[config.mk]
export PLATFORM = sky130hd
export DESIGN_NAME = bus_pin_ctrl
export DESIGN_NICKNAME = d
export VERILOG_FILES = /design/src/bus_pin_pkg.sv /design/src/bus_pin_ctrl.sv
export SDC_FILE = /design/constraint.sdc
export NUM_CORES = 1
export LEC_CHECK = 0
export ABC_AREA = 1
export BUFFER_PORTS_ARGS = -buffer_cell sky130_fd_sc_hd__buf_4
export CAP_MARGIN = 25
export CORE_ASPECT_RATIO = 1.25
export CORE_MARGIN = 5
export CORE_UTILIZATION = 50
export DETAILED_ROUTE_END_ITERATION = 8
export PLACE_DENSITY = 0.76
export SLEW_MARGIN = 20
export SYNTH_ARGS = -nofsm -noshare
export SYNTH_HDL_FRONTEND = slang
export SYNTH_SLANG_ARGS = --single-unit
[constraint.sdc]
create_clock -name clk_sys -period 2.3 [get_ports clk_sys]
set_clock_uncertainty 0.2 [all_clocks]
set_input_delay 0.46 -clock clk_sys [delete_from_list [all_inputs] [get_ports clk_sys]]
set_output_delay 0.46 -clock clk_sys [all_outputs]
set_load 0.03 [all_outputs]
[src/bus_pin_pkg.sv]
`default_nettype none
package bus_pin_pkg;
    // ========================================
    // widths
    localparam int ADDR_W = 20;
    localparam int DATA_W = 16;
    localparam int BYTE_W = 8;
    localparam int SYNC_IN_W = 4;
    // ========================================
    // synchroniser bit positions
    localparam int SYNC_RESET = 0;
    localparam int SYNC_SMALL = 1;
    localparam int SYNC_WIDE = 2;
    localparam int SYNC_HOLD = 3;
    // ========================================
    // control pin group positions and reset value
    localparam int CTRL_W = 5;
    localparam int CTRL_BUF_EN = 0;
    localparam int CTRL_BUF_DIR = 1;
    localparam int CTRL_IO_MEM = 2;
    localparam int CTRL_RD = 3;
    localparam int CTRL_WR = 4;
    localparam logic [4:0] CTRL_RESET_VAL = 5'h1f;
    // ========================================
    // bus state codes for large-scale mode
    localparam logic [2:0] BSC_INTA = 3'h0;
    localparam logic [2:0] BSC_IO_RD = 3'h1;
    localparam logic [2:0] BSC_IO_WR = 3'h2;
    localparam logic [2:0] BSC_HALT = 3'h3;
    localparam logic [2:0] BSC_MEM_RD = 3'h5;
    localparam logic [2:0] BSC_MEM_WR = 3'h6;
    localparam logic [2:0] BSC_PASSIVE = 3'h7;
    // ========================================
    // states and cycle kinds
    typedef enum logic [2:0] {
        ST_IDLE = 3'h0, ST_T1 = 3'h1, ST_T2 = 3'h3, ST_T3 = 3'h2,
        ST_T4 = 3'h6, ST_HALT = 3'h4, ST_HOLD = 3'h5, ST_RESET = 3'h7
    } bus_state_t;
    typedef enum logic [2:0] {
        KIND_MEM_RD = 3'h0, KIND_MEM_WR = 3'h1, KIND_IO_RD = 3'h2,
        KIND_IO_WR = 3'h3, KIND_INTA = 3'h4, KIND_HALT = 3'h5
    } cyc_kind_t;
    // ========================================
    // status code of a cycle kind
    function automatic logic [2:0] state_code(cyc_kind_t k);
        case (k)
            KIND_MEM_RD: state_code = BSC_MEM_RD;
            KIND_MEM_WR: state_code = BSC_MEM_WR;
            KIND_IO_RD: state_code = BSC_IO_RD;
            KIND_IO_WR: state_code = BSC_IO_WR;
            KIND_INTA: state_code = BSC_INTA;
            default: state_code = BSC_HALT;
        endcase
    endfunction
    function automatic logic is_write(cyc_kind_t k);
        is_write = (k == KIND_MEM_WR) || (k == KIND_IO_WR);
    endfunction
endpackage
`default_nettype wire

[src/bus_pin_ctrl.sv]
// Summary of operation
// - narrow bus drives address bits 8 to 15 on mid address pins
// - narrow bus multiplexes low address byte and data byte on low lines
// - narrow bus moves a word as two bytes, low byte first
// - multiplexed lines float during hold and interrupt acknowledge
// - wide bus drives low sixteen address bits on multiplexed word lines
// - wide bus selects even bank by bit 0 low, odd with upper lane
// - floated low multiplexed lines keep their last driven level
// - halt acknowledge pulses strobe or queue bit 0 once, else low
// - control outputs high in reset, then float until first bus cycle
// - large-scale mode drives narrow low status pin constant high
// - wide odd word takes two cycles, upper lane first; even word one
// - hold grant floats address, data and three-state control outputs
`timescale 1ns/1ns
`default_nettype none
module bus_pin_ctrl (
    // clock and reset
    input wire logic clk_sys,
    input wire logic arst_n,
    // device pins in
    input wire logic sys_reset,
    input wire logic size_mode_select,
    input wire logic wide_bus_sel,
    input wire logic bus_release_request,
    input wire logic [15:0] muxed_word_lines_in,
    // core cycle requests
    input wire logic cyc_start,
    input wire bus_pin_pkg::cyc_kind_t cyc_kind,
    input wire logic cyc_word,
    input wire logic [19:0] cyc_addr,
    input wire logic [15:0] cyc_wdata,
    output logic cyc_ready,
    output logic cyc_done,
    output logic [15:0] cyc_rdata,
    // address pins
    output logic [3:0] addr_top_out,
    output logic addr_top_oe_n,
    output logic [7:0] mid_address_pins_out,
    output logic mid_address_pins_oe_n,
    output logic [15:0] muxed_word_lines_out,
    output logic muxed_low_lines_oe_n,
    output logic muxed_high_lines_oe_n,
    // strobes, lane and status pins
    output logic address_latch_strobe,
    output logic queue_state_bit0,
    output logic upper_lane_enable_n,
    output logic upper_lane_enable_oe_n,
    output logic low_status_pin,
    output logic low_status_pin_oe_n,
    output logic [4:0] ctrl_pins_out,
    output logic ctrl_pins_oe_n,
    output logic hold_grant
);
    typedef bus_pin_pkg::bus_state_t st_t;
    // ========================================
    // pin synchronisers
    logic [3:0] meta_reg;
    logic [3:0] sync_reg;
    logic [15:0] din_meta_reg;
    logic [15:0] din_reg;
    always_ff @(posedge clk_sys or negedge arst_n) begin
        if (!arst_n) begin
            meta_reg <= 4'h1;
            sync_reg <= 4'h1;
        end else begin
            meta_reg <= {bus_release_request, wide_bus_sel, size_mode_select, sys_reset};
            sync_reg <= meta_reg;
        end
    end
    always_ff @(posedge clk_sys or negedge arst_n) begin
        if (!arst_n) begin
            din_meta_reg <= 16'h0000;
            din_reg <= 16'h0000;
        end else begin
            din_meta_reg <= muxed_word_lines_in;
            din_reg <= din_meta_reg;
        end
    end
    logic rst_s;
    logic small_s;
    logic wide_s;
    logic hold_s;
    assign rst_s = sync_reg[bus_pin_pkg::SYNC_RESET];
    assign small_s = sync_reg[bus_pin_pkg::SYNC_SMALL];
    assign wide_s = sync_reg[bus_pin_pkg::SYNC_WIDE];
    assign hold_s = sync_reg[bus_pin_pkg::SYNC_HOLD];
    // ========================================
    // cycle state
    st_t state_reg;
    st_t state_next;
    bus_pin_pkg::cyc_kind_t kind_reg;
    logic word_reg;
    logic part_reg;
    logic started_reg;
    logic [19:0] cur_addr_reg;
    logic [15:0] wdata_reg;
    logic accept;
    logic two_part;
    logic [19:0] next_addr;
    assign next_addr = 20'(cur_addr_reg + 20'h00001);
    assign accept = (state_next == bus_pin_pkg::ST_T1)
        && (state_reg == bus_pin_pkg::ST_IDLE || state_reg == bus_pin_pkg::ST_HALT);
    assign two_part = word_reg && (!wide_s || cur_addr_reg[0]);
    always_comb begin
        state_next = state_reg;
        case (state_reg)
            bus_pin_pkg::ST_RESET: state_next = bus_pin_pkg::ST_IDLE;
            bus_pin_pkg::ST_IDLE, bus_pin_pkg::ST_HALT: begin
                if (hold_s) begin
                    state_next = bus_pin_pkg::ST_HOLD;
                end else if (cyc_start) begin
                    state_next = bus_pin_pkg::ST_T1;
                end
            end
            bus_pin_pkg::ST_T1: begin
                if (kind_reg == bus_pin_pkg::KIND_HALT) begin
                    state_next = bus_pin_pkg::ST_HALT;
                end else begin
                    state_next = bus_pin_pkg::ST_T2;
                end
            end
            bus_pin_pkg::ST_T2: state_next = bus_pin_pkg::ST_T3;
            bus_pin_pkg::ST_T3: state_next = bus_pin_pkg::ST_T4;
            bus_pin_pkg::ST_T4: begin
                if (two_part && !part_reg) begin
                    state_next = bus_pin_pkg::ST_T1;
                end else begin
                    state_next = bus_pin_pkg::ST_IDLE;
                end
            end
            bus_pin_pkg::ST_HOLD: begin
                if (!hold_s) begin
                    state_next = bus_pin_pkg::ST_IDLE;
                end
            end
            default: state_next = bus_pin_pkg::ST_IDLE;
        endcase
        if (rst_s) begin
            state_next = bus_pin_pkg::ST_RESET;
        end
    end
    always_ff @(posedge clk_sys or negedge arst_n) begin
        if (!arst_n) begin
            state_reg <= bus_pin_pkg::ST_RESET;
        end else begin
            state_reg <= state_next;
        end
    end
    always_ff @(posedge clk_sys or negedge arst_n) begin
        if (!arst_n) begin
            kind_reg <= bus_pin_pkg::KIND_MEM_RD;
            word_reg <= 1'b0;
            part_reg <= 1'b0;
            cur_addr_reg <= 20'h00000;
            wdata_reg <= 16'h0000;
        end else if (accept) begin
            kind_reg <= cyc_kind;
            word_reg <= cyc_word;
            part_reg <= 1'b0;
            cur_addr_reg <= cyc_addr;
            wdata_reg <= cyc_wdata;
        end else if (state_reg == bus_pin_pkg::ST_T4 && state_next == bus_pin_pkg::ST_T1) begin
            part_reg <= 1'b1;
            cur_addr_reg <= next_addr;
        end
    end
    // ========================================
    // lane steering
    logic full_word;
    logic [7:0] part_byte;
    logic [15:0] wr_lanes;
    logic [7:0] rd_byte;
    logic ube_act;
    logic reading;
    logic data_phase;
    bus_pin_pkg::cyc_kind_t cur_kind;
    assign cur_kind = accept ? cyc_kind : kind_reg;
    assign full_word = wide_s && word_reg && !cur_addr_reg[0] && !part_reg;
    assign part_byte = part_reg ? wdata_reg[15:8] : wdata_reg[7:0];
    assign rd_byte = (wide_s && cur_addr_reg[0]) ? din_reg[15:8] : din_reg[7:0];
    assign ube_act = full_word || cur_addr_reg[0];
    assign reading = !bus_pin_pkg::is_write(cur_kind);
    always_comb begin
        wr_lanes = {8'h00, part_byte};
        if (full_word) begin
            wr_lanes = wdata_reg;
        end else if (wide_s && cur_addr_reg[0]) begin
            wr_lanes = {part_byte, 8'h00};
        end
    end
    assign data_phase = (state_next == bus_pin_pkg::ST_T2) || (state_next == bus_pin_pkg::ST_T3)
        || (state_next == bus_pin_pkg::ST_T4);
    logic floating;
    logic in_cycle;
    assign floating = (state_next == bus_pin_pkg::ST_HOLD) || (state_next == bus_pin_pkg::ST_RESET);
    assign in_cycle = (state_next == bus_pin_pkg::ST_T1) || data_phase;
    logic ctrl_drive;
    logic [2:0] bus_code;
    assign ctrl_drive = !floating && (started_reg || accept);
    assign bus_code = (state_next == bus_pin_pkg::ST_T1 || state_next == bus_pin_pkg::ST_T2)
        ? bus_pin_pkg::state_code(cur_kind) : bus_pin_pkg::BSC_PASSIVE;
    // ========================================
    // core answer
    always_ff @(posedge clk_sys or negedge arst_n) begin
        if (!arst_n) begin
            cyc_ready <= 1'b0;
            cyc_done <= 1'b0;
            cyc_rdata <= 16'h0000;
            started_reg <= 1'b0;
        end else begin
            cyc_ready <= (state_next == bus_pin_pkg::ST_IDLE || state_next == bus_pin_pkg::ST_HALT)
                && !rst_s && !hold_s;
            cyc_done <= (state_reg == bus_pin_pkg::ST_T4) && (state_next != bus_pin_pkg::ST_T1);
            if (state_reg == bus_pin_pkg::ST_T4 && reading) begin
                if (full_word) begin
                    cyc_rdata <= din_reg;
                end else if (part_reg) begin
                    cyc_rdata[15:8] <= rd_byte;
                end else begin
                    cyc_rdata <= {8'h00, rd_byte};
                end
            end
            if (rst_s) begin
                started_reg <= 1'b0;
            end else if (accept) begin
                started_reg <= 1'b1;
            end
        end
    end
    // ========================================
    // address and data pins
    always_ff @(posedge clk_sys or negedge arst_n) begin
        if (!arst_n) begin
            addr_top_out <= 4'h0;
            mid_address_pins_out <= 8'h00;
            muxed_word_lines_out <= 16'h0000;
            addr_top_oe_n <= 1'b1;
            mid_address_pins_oe_n <= 1'b1;
            muxed_low_lines_oe_n <= 1'b1;
            muxed_high_lines_oe_n <= 1'b1;
        end else begin
            addr_top_oe_n <= !in_cycle;
            mid_address_pins_oe_n <= !in_cycle || wide_s;
            muxed_low_lines_oe_n <= !in_cycle || (data_phase && reading);
            muxed_high_lines_oe_n <= !in_cycle || !wide_s || (data_phase && reading);
            if (state_next == bus_pin_pkg::ST_T1) begin
                addr_top_out <= accept ? cyc_addr[19:16] : next_addr[19:16];
                mid_address_pins_out <= accept ? cyc_addr[15:8] : next_addr[15:8];
                muxed_word_lines_out <= accept ? cyc_addr[15:0] : next_addr[15:0];
            end else if (state_next == bus_pin_pkg::ST_T2 && !reading) begin
                muxed_word_lines_out <= wr_lanes;
            end
        end
    end
    // ========================================
    // strobes, lane, status and control pins
    always_ff @(posedge clk_sys or negedge arst_n) begin
        if (!arst_n) begin
            address_latch_strobe <= 1'b0;
            queue_state_bit0 <= 1'b0;
            upper_lane_enable_n <= 1'b1;
            upper_lane_enable_oe_n <= 1'b1;
            low_status_pin <= 1'b1;
            low_status_pin_oe_n <= 1'b1;
            ctrl_pins_out <= bus_pin_pkg::CTRL_RESET_VAL;
            ctrl_pins_oe_n <= 1'b1;
            hold_grant <= 1'b0;
        end else begin
            hold_grant <= state_next == bus_pin_pkg::ST_HOLD;
            address_latch_strobe <= small_s && (state_next == bus_pin_pkg::ST_T1);
            queue_state_bit0 <= !small_s && (state_next == bus_pin_pkg::ST_T1) && accept
                && (cyc_kind == bus_pin_pkg::KIND_HALT);
            upper_lane_enable_oe_n <= floating || !started_reg || !wide_s;
            if (state_next == bus_pin_pkg::ST_HALT) begin
                upper_lane_enable_n <= 1'b1;
            end else if (state_reg == bus_pin_pkg::ST_T1) begin
                upper_lane_enable_n <= !ube_act;
            end
            low_status_pin_oe_n <= floating || wide_s || (small_s && !started_reg);
            if (!small_s || state_next == bus_pin_pkg::ST_HALT) begin
                low_status_pin <= 1'b1;
            end else if (state_reg == bus_pin_pkg::ST_T1) begin
                low_status_pin <= bus_pin_pkg::state_code(kind_reg) != bus_pin_pkg::BSC_MEM_RD;
            end
            if (state_next == bus_pin_pkg::ST_RESET) begin
                ctrl_pins_out <= bus_pin_pkg::CTRL_RESET_VAL;
                ctrl_pins_oe_n <= 1'b0;
            end else begin
                ctrl_pins_oe_n <= !ctrl_drive;
            end
            if (ctrl_drive && small_s) begin
                ctrl_pins_out[bus_pin_pkg::CTRL_BUF_EN] <= !data_phase;
                ctrl_pins_out[bus_pin_pkg::CTRL_BUF_DIR] <= !reading;
                ctrl_pins_out[bus_pin_pkg::CTRL_IO_MEM] <= wide_s
                    ^ (cur_kind == bus_pin_pkg::KIND_IO_RD
                    || cur_kind == bus_pin_pkg::KIND_IO_WR);
                ctrl_pins_out[bus_pin_pkg::CTRL_WR] <= !(data_phase && !reading
                    && state_next != bus_pin_pkg::ST_T4);
            end else if (ctrl_drive) begin
                ctrl_pins_out[2:0] <= bus_code;
                ctrl_pins_out[bus_pin_pkg::CTRL_WR] <= 1'b1;
            end
            if (ctrl_drive) begin
                ctrl_pins_out[bus_pin_pkg::CTRL_RD] <= !(data_phase && reading
                    && state_next != bus_pin_pkg::ST_T4);
            end
        end
    end
endmodule // bus_pin_ctrl
`default_nettype wire

Word-level counts from Yosys, hierarchy flattened
Index checks and enable logic that the tools add are counted.
W data, S select, Z words.
{"block": "word_totals", "inputBits": 63, "elab_cells": 177, "reg_bits": 148, "out_inout_bits": 63}
{"block": "op_classes", "reduce_logical": 73, "bitwise_logic": 1, "muxes": 42, "n_addsub": 1, "eq_ne": 28}
{"operator": "$mux W16", "n": 6}
{"operator": "$mux W20", "n": 2}
{"operator": "$mux W8", "n": 5}
{"operator": "$eq A3 B3 Y1 const B", "n": 12}
{"operator": "$mux W3", "n": 11}
{"operator": "$pmux W3 S5", "n": 2}
{"operator": "$eq A3 B2 Y1 const B", "n": 8}
{"operator": "$logic_and A1 B1 Y1", "n": 24}
{"operator": "$logic_or A1 B1 Y1", "n": 21}
{"operator": "$pmux W3 S7", "n": 1}
{"operator": "$add A20 B1 Y20 const B", "n": 1}
{"operator": "$logic_not A1 Y1", "n": 15}
{"operator": "$mux W1", "n": 13}
{"operator": "$eq A3 B1 Y1 const B", "n": 4}
{"operator": "$logic_not A3 Y1", "n": 4}
{"operator": "$reduce_bool A2 Y1", "n": 6}
{"operator": "$ne A3 B3 Y1 const B", "n": 2}
{"operator": "$mux W5", "n": 1}
{"operator": "$mux W4", "n": 1}
{"operator": "$ne A3 B1 Y1 const B", "n": 1}
{"operator": "$reduce_bool A3 Y1", "n": 1}
{"operator": "$ne A2 B1 Y1 const B", "n": 1}
{"operator": "$reduce_and A2 Y1", "n": 1}
{"operator": "$reduce_or A2 Y1", "n": 1}
{"operator": "$xor A1 B1 Y1", "n": 1}

Depth between registers and ports, before layout
Gate-level depths: netlist of run 1.
{"block": "depth", "ltp_word": 17, "mapped_depth": 17, "mapped_depth_nobuf": 16}

Least setup slack after synthesis of run 1
No wires, ideal clock.
{"block": "synth_timing", "path_type": "register to register", "start": "reg state_reg[1] (netlist name)", "end": "reg cyc_rdata[6]", "required_time_ps": 1979, "arrival_ps": 1944, "path_buffers": 2, "synth_period_minus_slack_ps": 2265, "setup_ps": 121, "path_stages_with_launch": 16, "path_slack_ps": 35, "cell_sequence": "dfstp_2 -> inv_2 -> nand2_2 -> nor2_4 -> nand2_1 -> nand2_1 -> nor2_2 -> nand4_2 -> buf_4 -> nand2_1 -> o21ai_2 -> nand2_4 -> nand2_4 -> buf_6 -> o21ai_1 -> nand2_1"}
{"block": "synth_between", "elab_chain_len": 12, "word_cells_on_any_way": 24, "cone_classes": "eq/ne (10); mux (6); reduce/logical (8)"}
{"item": "start: declaration", "line_no": "bus_pin_ctrl.sv:89", "rtl": "st_t state_reg;"}
{"item": "start signal: assignment", "line_no": "bus_pin_ctrl.sv:144", "rtl": "state_reg <= bus_pin_pkg::ST_RESET;"}
{"item": "start signal: assignment", "line_no": "bus_pin_ctrl.sv:146", "rtl": "state_reg <= state_next;"}
{"item": "$eq A3 B3 Y1, or another cell as far along", "line_no": "bus_pin_ctrl.sv:102, bus_pin_ctrl.sv:106"}
{"item": "$reduce_or A2 Y1 / $mux W3 (equally long branches)", "line_no": "bus_pin_ctrl.sv:106, bus_pin_ctrl.sv:109"}
{"item": "$pmux W3 S7", "line_no": "bus_pin_ctrl.sv:106", "rtl": "case (state_reg)"}
{"item": "$mux W3", "line_no": "bus_pin_ctrl.sv:138", "rtl": "if (rst_s) begin"}
{"item": "$eq A3 B1 Y1", "line_no": "bus_pin_ctrl.sv:101", "rtl": "assign accept = (state_next == bus_pin_pkg::ST_T1)"}
{"item": "$logic_and A1 B1 Y1", "line_no": "bus_pin_ctrl.sv:102", "rtl": "&& (state_reg == bus_pin_pkg::ST_IDLE || state_reg == bus_pin_pkg::ST_HALT);"}
{"item": "$mux W3", "line_no": "bus_pin_ctrl.sv:177", "rtl": "assign cur_kind = accept ? cyc_kind : kind_reg;"}
{"item": "$eq A3 B1 Y1 / $eq A3 B2 Y1 (equally long branches)", "line_no": "bus_pin_pkg.sv:56", "rtl": "is_write = (k == KIND_MEM_WR) || (k == KIND_IO_WR);"}
{"item": "$logic_or A1 B1 Y1", "line_no": "bus_pin_pkg.sv:56"}
{"item": "$logic_not A1 Y1", "line_no": "bus_pin_ctrl.sv:182", "rtl": "assign reading = !bus_pin_pkg::is_write(cur_kind);"}
{"item": "$logic_and A1 B1 Y1 *", "line_no": "bus_pin_ctrl.sv:214", "rtl": "if (state_reg == bus_pin_pkg::ST_T4 && reading) begin"}
{"item": "$reduce_and A2 Y1 (no line) *"}
{"item": "end signal: assignment", "line_no": "bus_pin_ctrl.sv:216", "rtl": "cyc_rdata <= din_reg;"}
{"item": "end signal: assignment", "line_no": "bus_pin_ctrl.sv:220", "rtl": "cyc_rdata <= {8'h00, rd_byte};"}
{"item": "end: declaration", "line_no": "bus_pin_ctrl.sv:34", "rtl": "output logic [15:0] cyc_rdata,"}
Mark *: on every way between the ends. The rest lies on a longest branch, timed or not.
A chain may end at the register's enable or synchronous reset.

Final worst setup path of run 1
{"block": "layout_timing", "start": "reg state_reg[2] (netlist name)", "end": "reg muxed_word_lines_out[14]"}
{"block": "layout_between", "elab_chain_len": 11, "word_cells_on_any_way": 26, "cone_classes": "eq/ne (11); mux (8); reduce/logical (7)"}
{"item": "$eq A3 B3 Y1, or another cell as far along", "line_no": "bus_pin_ctrl.sv:102, bus_pin_ctrl.sv:106"}
{"item": "$reduce_or A2 Y1 / $mux W3 (equally long branches)", "line_no": "bus_pin_ctrl.sv:106, bus_pin_ctrl.sv:109"}
{"item": "$pmux W3 S7", "line_no": "bus_pin_ctrl.sv:106"}
{"item": "$mux W3", "line_no": "bus_pin_ctrl.sv:138"}
{"item": "$eq A3 B1 Y1", "line_no": "bus_pin_ctrl.sv:101, bus_pin_ctrl.sv:246"}
{"item": "$logic_and A1 B1 Y1", "line_no": "bus_pin_ctrl.sv:102"}
{"item": "$mux W3", "line_no": "bus_pin_ctrl.sv:177"}
{"item": "$eq A3 B1 Y1 / $eq A3 B2 Y1 (equally long branches)", "line_no": "bus_pin_pkg.sv:56"}
{"item": "$logic_or A1 B1 Y1", "line_no": "bus_pin_pkg.sv:56"}
{"item": "$logic_and A1 B1 Y1", "line_no": "bus_pin_ctrl.sv:250", "rtl": "end else if (state_next == bus_pin_pkg::ST_T2 && !reading) begin"}
{"item": "$reduce_bool A2 Y1 (no line)"}
{"item": "end signal: assignment", "line_no": "bus_pin_ctrl.sv:249", "rtl": "muxed_word_lines_out <= accept ? cyc_addr[15:0] : next_addr[15:0];"}
{"item": "end signal: assignment", "line_no": "bus_pin_ctrl.sv:251", "rtl": "muxed_word_lines_out <= wr_lanes;"}
{"item": "end: declaration", "line_no": "bus_pin_ctrl.sv:40", "rtl": "output logic [15:0] muxed_word_lines_out,"}
Several ways; a longest one is shown, not always the timed one.

==> results of run 1 <==
==> synth_stat cells (4+ instances only) <==
| cell type | count |
|---|---|
| nand2_1 | 250 |
| dfrtp_1 | 129 |
| inv_1 | 62 |
| o21ai_0 | 61 |
| nor2_1 | 33 |
| nand3_1 | 28 |
| dfstp_2 | 19 |
| o211ai_1 | 16 |
| xor2_1 | 13 |
| clkbuf_1 | 11 |
| o21ai_1 | 10 |
| nor3_1 | 9 |
| o22ai_1 | 8 |
| or2_2 | 8 |
| a21oi_1 | 7 |
| nand4_1 | 7 |
| nor2_4 | 6 |
| buf_1 | 5 |
| buf_2 | 5 |
| inv_2 | 5 |
| nand2_2 | 4 |
==> stage by stage <==
| step | setup TNS (ns) | utilization [%] | std cells | total power, uW | worst slack [ns] |
|---|---|---|---|---|---|
| global placement | -3.690 | 63.22 | 1059 | 7492 | -0.1230 |
| detailed placement | -7.304 | 63.22 | 1059 | 7583 | -0.1840 |
| global route | -15.09 | 72.67 | 1125 | 11310 | -0.2733 |
| finish | -6.135 | 72.67 | 1125 | 10720 | -0.1914 |
| floorplan | 0 | - | 731 | 6092 | 0.03485 |
| CTS | -3.504 | 72.00 | 1122 | 10660 | -0.1024 |
==> logic make-up after synthesis <==
kind of cell	Yosys count	synth area share, %
compound gates	114	10.08
xor+xnor	15	2.028
fa+ha+maj	1	0.1931
buf+inv	94	6.007
flops	148	57.54
simple gates	359	24.14
==> worst paths after layout <==
| kind | slack (ns) | from | endpoint |
|---|---|---|---|
| max | -0.19 | state_reg[2] | muxed_word_lines_out[14] |
| min | 0.02 | cyc_wdata[7] | wdata_reg[7] |
| min reg2reg | 0.15 | din_meta_reg[0] | din_reg[0] |
| min in group asynchronous | 0.26 | arst_n | muxed_word_lines_out[12] |
| max in group asynchronous | 1.00 | arst_n | upper_lane_enable_n |
| max reg2reg | -0.19 | state_reg[2] | muxed_word_lines_out[14] |
==> critical path: stages, from the launching register on <==
cell	delay [ns]
dfstp_2	0.60
nand2_1	0.08
nor2_2	0.14
nand3_2	0.13
nand3_4	0.11
buf_6	0.11
nand2_4	0.05
nor2_4	0.13
buf_4	0.35
o211ai_1	0.19
buf_4	0.18
nand2_1	0.05
nand2_1	0.05
nand2_1	0.05
==> layout make-up <==
class	count	area (sq um)	share of cell area, %
Timing Repair Buffer	219	1856	20.07
Tap cell	168	210.2	2.274
Sequential cell	148	3727	40.32
Clock buffer	18	429.2	4.643
Clock inverter	14	168.9	1.827
Multi-Input combinational cell	490	2589	28.00
Inverter	68	264.0	2.856
==> what timing repair did <==
item,4_1_cts,5_1_grt
endpoints found under the hold margin,78,0
gates cloned,2,0
pin swaps,18,25
hold buffers,21,0
resized for setup,60,28
buffers inserted,8,4
setup endpoints to repair,88,92
==> metal layers <==
layer  global-route usage, %  routed length, um  up-vias
met5                       0                  0        -
met4                   8.316                404        0
met3                   5.624                859       35
met2                   43.57               9718      161
met1                   27.80               6819     2760
li1                        -                  -     2777
==> power by group through the flow <==
stage / Clock (uW) / Combinational [uW] / Sequential (uW)
2_1_floorplan: 0 / 1650 / 4440
3_3_place_gp: 0 / 3650 / 3840
3_5_place_dp: 0 / 3730 / 3850
4_1_cts: 2820 / 4010 / 3820
5_1_grt: 2930 / 4460 / 3920
6_report: 2780 / 4100 / 3840
==> impl_metrics.json, run 1 <==
{
  "outcome": "complete, but fails checks",
  "violations": "negative setup slack",
  "synth.top_cell.area_share_pct": 49.84,
  "numCtsBuffers": 17,
  "synth.area.top_cells": "dfrtp_1 50%, nand2_1 14%, dfstp_2 7.7%",
  "p_switching_uw": 4146,
  "route.detailed.drc": 0,
  "n_antenna_cell": 0,
  "yosysTopAreaCell": "dfrtp_1",
  "finalHoldViolations": 0,
  "fmax_mhz": 401.4,
  "fillers": 893,
  "synthFlopType": "dfrtp_1",
  "hold_ws_ns": 0.02441,
  "ctsLongestPathBuffers": 2,
  "power_frac_clock_pct": 25.9,
  "path_clk_slew_ns": 0.06,
  "io_buffer_count": 125,
  "synth_edf_count": 0,
  "crit_type": "reg -> reg",
  "cts_tree": "built",
  "yosys_register_bits": 148,
  "switching_share_pct": 38.69,
  "grt_max_degree": 57,
  "routedWlPerCell_um": 15.82,
  "place.gp.congestion": 0.9213,
  "largest_reg_flops": 20,
  "finalCritPeriodShare_pct": 108.3,
  "setup_viol": 70,
  "row_count": 46,
  "power_frac_seq_pct": 35.9,
  "start_util_pct": 50.92,
  "dieArea_sq_mm": 0.01535,
  "cts.htree.levels": 4,
  "clock_latency_ns": 0.43,
  "drive_gt1_share_pct": 33.65,
  "layout_commonest_cell": "nand2_1",
  "intPower_uw": 6569,
  "ys_types": 41,
  "die_h_um": 137.3,
  "ff2ff_path_depth": 13,
  "overflow": 0,
  "wl_um": 17800,
  "async_flop_share_pct": 100.0,
  "clkSinkCount": 148,
  "critPathCaptureType": "flip-flop",
  "nets": 1008,
  "areaGrowthSynthToFinish_pct": 42.71,
  "antenna_found_initial": 0,
  "syn_inst": 731,
  "critPathRequiredTime_ns": 2.46,
  "drtIter0Drc": 354,
  "period_needed_ns": 2.491,
  "dp.final_hpwl_um": 12100,
  "dr_total_vias": 5733,
  "slew_headroom_pct": 70.74,
  "ant_nets": 0,
  "ir_drop_uv": 782.9,
  "layout_common_cells": "232 x nand2_1, 175 x buf_4, 129 x dfrtp_1",
  "cts_root_buffer": "clkbuf_16",
  "track_usage_pct": 23.95,
  "p_comb_share_pct": 38.2,
  "p_leak_uw": 0.004748,
  "dpl_cell_area_sq_mm": 0.008041,
  "synth_warnings": 0,
  "crit_path_max_fanout": 31,
  "grt_pass1_vias": 5726,
  "grt_pass1_wl_um": 28590,
  "stdcell_area_sq_mm": 0.009244,
  "core_area_sq_mm": 0.01272,
  "synthesis.area_sq_mm": 0.006477,
  "critPathLaunchType": "flip-flop",
  "whs_path_depth": 3,
  "layout_setup_ws_ns": -0.1914,
  "drv_slew": 0,
  "yosysSeqAreaShare_pct": 57.54,
  "rsz0062_at_grt": "yes",
  "critPathArrivalTime_ns": 2.66,
  "maxCapViolations": 0,
  "drt_first_pass_iters": 5,
  "worst_slew_pin_slew_ns": 0.4370,
  "vias_per_cell": 5.096,
  "dieWidth_um": 111.8,
  "io_pins": 126,
  "syn_avg_cell_area_sq_um": 8.861,
  "hp-class": "in -> reg",
  "p_per_area_mw_per_mm2": 1159,
  "syn-num-nets": 795
}
No activity file was read; power rests on OpenSTA's default activity.
==> run 2, diff against run 1 <==
- CORE_ASPECT_RATIO: 1.25 -> default
==> run 2 against run 1 <==
Compared with the run above: largest cell class unchanged; maximum frequency up 2.6%; setup slack improved by 0.063 ns; highest routed layer unchanged; via count rose by 1.2%; global-route usage down 1.2 points; non-clock buffer count is 13 higher; power up 0.94%; combinational power about the same; worst hold slack better by 0.0099 ns; the run still ends with negative setup slack left.
==> impl_metrics.json, run 2 (same netlist as run 1, synthesis figures left out) <==
{
  "place.gp.congestion": 0.9039,
  "finalCritPeriodShare_pct": 105.6,
  "crit_path_max_fanout": 7,
  "clkSinkCount": 148,
  "outcome": "complete, but fails checks",
  "dieArea_sq_mm": 0.01533,
  "numCtsBuffers": 17,
  "layout_setup_ws_ns": -0.1285,
  "row_count": 41,
  "critPathLaunchType": "flip-flop",
  "drive_gt1_share_pct": 36.74,
  "cts_root_buffer": "clkbuf_16",
  "multiInputGateArea_sq_mm": 0.002645,
  "ir_drop_uv": 725.9,
  "hp-class": "in -> reg",
  "p_per_area_mw_per_mm2": 1140,
  "post-route-util_pct": 74.88,
  "areaGrowthSynthToFinish_pct": 46.47,
  "critPathArrivalTime_ns": 2.54,
  "largest_reg_flops": 20,
  "critPathCaptureType": "flip-flop",
  "rsz0062_at_grt": "yes",
  "p_total_uw": 10820,
  "dp.final_hpwl_um": 11740,
  "io_buffer_count": 125,
  "dieWidth_um": 123.8,
  "grt_pass1_wl_um": 26820,
  "antenna_found_initial": 0,
  "slew_headroom_pct": 71.35,
  "period_needed_ns": 2.429,
  "r2r_setup_slack_ns": -0.13,
  "nets": 1020,
  "ant_nets": 0,
  "routedWlPerCell_um": 15.48,
  "setup_viol": 70,
  "tns_ns": -4.061,
  "layout_common_cells": "209 x nand2_1, 182 x buf_4, 129 x dfrtp_1",
  "ff2ff_path_depth": 13,
  "drv_slew": 0,
  "layout_commonest_cell": "nand2_1",
  "track_usage_pct": 22.77,
  "io_pins": 126,
  "path_clk_slew_ns": 0.07,
  "rr_endpoint": "muxed_word_lines_out[2]",
  "overflow": 0,
  "drt_first_pass_iters": 7,
  "regArea_sq_mm": 0.003727,
  "p_leak_uw": 0.004840,
  "maxCapViolations": 0,
  "min_from": "cyc_wdata[7]",
  "cts_tree": "built",
  "cts.htree.levels": 4,
  "drtIter0Drc": 412,
  "route.detailed.drc": 0,
  "dr_total_vias": 5800,
  "dp_slack_ns": -0.1048,
  "worst_slew_pin_slew_ns": 0.4278,
  "endpoint": "muxed_word_lines_out[2]",
  "crit_type": "reg -> reg",
  "clock_latency_ns": 0.42,
  "r2r_start": "state_reg[2]",
  "finalHoldViolations": 0,
  "wl_um": 17660,
  "startpoint": "state_reg[2]",
  "critPathRequiredTime_ns": 2.41,
  "grt_pass1_vias": 5532,
  "violations": "negative setup slack",
  "fmax_mhz": 411.8,
  "start_util_pct": 51.12,
  "die_h_um": 123.8,
  "grt_max_degree": 51,
  "vias_per_cell": 5.083,
  "fillers": 863,
  "n_antenna_cell": 0,
  "core_area_sq_mm": 0.01267,
  "ctsLongestPathBuffers": 2
}
==> run 2: cell count changes in the layout (fill, tap and decap cells not counted), moves of 4 or more <==
cell | previous run | this run
nand2_2 | 16 | 37
buf_4 | 175 | 182
nand3_2 | 10 | 2
nand3_1 | 17 | 25
clkinv_4 | 5 | 1
o21ai_1 | 21 | 16
nand2_1 | 232 | 209
==> run 2: metal layers <==
| metal | routed length (um) | part of all wire, % | track usage, % |
|---|---|---|---|
| met5 | 0 | 0 | 0 |
| met4 | 368 | 2.1 | 7.612 |
| met3 | 1018 | 5.8 | 4.632 |
| met2 | 8948 | 51 | 37.48 |
| met1 | 7323 | 41 | 30.26 |
==> run 2: area by class of cell <==
type                    count  share of cell area (%)
repair buffers            232                   21.39
multi-input cells         489                   27.88
inverters                  68                   2.796
clock inverters            14                   1.859
well taps                 172                   2.268
clock buffers              18                   4.523
flip-flops and latches    148                   39.29
==> run 2: worst min-delay path by stage <==
stage / cells past startpoint / to / slack, ns
detailed placement: 0 / din_reg[4] / 0.13
global placement: 0 / din_reg[10] / 0.13
CTS: 3 / wdata_reg[2] / 0.02
global route: 3 / wdata_reg[7] / 0.03
finish: 3 / wdata_reg[7] / 0.03
floorplan: 0 / addr_top_out[0] / -0.04
==> run 2: worst max-delay path: stages (launching register included) <==
cell and delay [ns]:
dfstp_2 0.57, nand2_2 0.06, nor2_2 0.16, nand3_2 0.13
nand3_4 0.12, buf_6 0.11, nand4_4 0.17, o21ai_4 0.23
nand2_4 0.11, nand2_4 0.09, nand2_8 0.09, buf_12 0.16
nand2_4 0.05, nand2_2 0.05
==> run 2: per-stage QoR <==
stage / hold WS (ns) / cells / area, sq um
2_1_floorplan: -0.03559 / 731 / 6477
3_3_place_gp: 0.1332 / 1060 / 8011
3_5_place_dp: 0.1347 / 1060 / 8011
4_1_cts: 0.02261 / 1123 / 9085
5_1_grt: 0.02726 / 1141 / 9488
6_report: 0.03435 / 1141 / 9488
==> run 2: power breakdown <==
part	internal [uW]	total [uW]	switching, uW
registers	3340	3860	514
clock network	1650	2840	1190
logic	1610	4120	2510
total	6610	10800	4210
==> run 2: timing repair <==
item	in CTS	in global routing
pin swaps	13	19
resized for setup	45	75
setup buffers	9	15
endpoints found under the setup margin	51	82
cloned	1	3
hold endpoints to repair	51	0
hold buffers	21	0
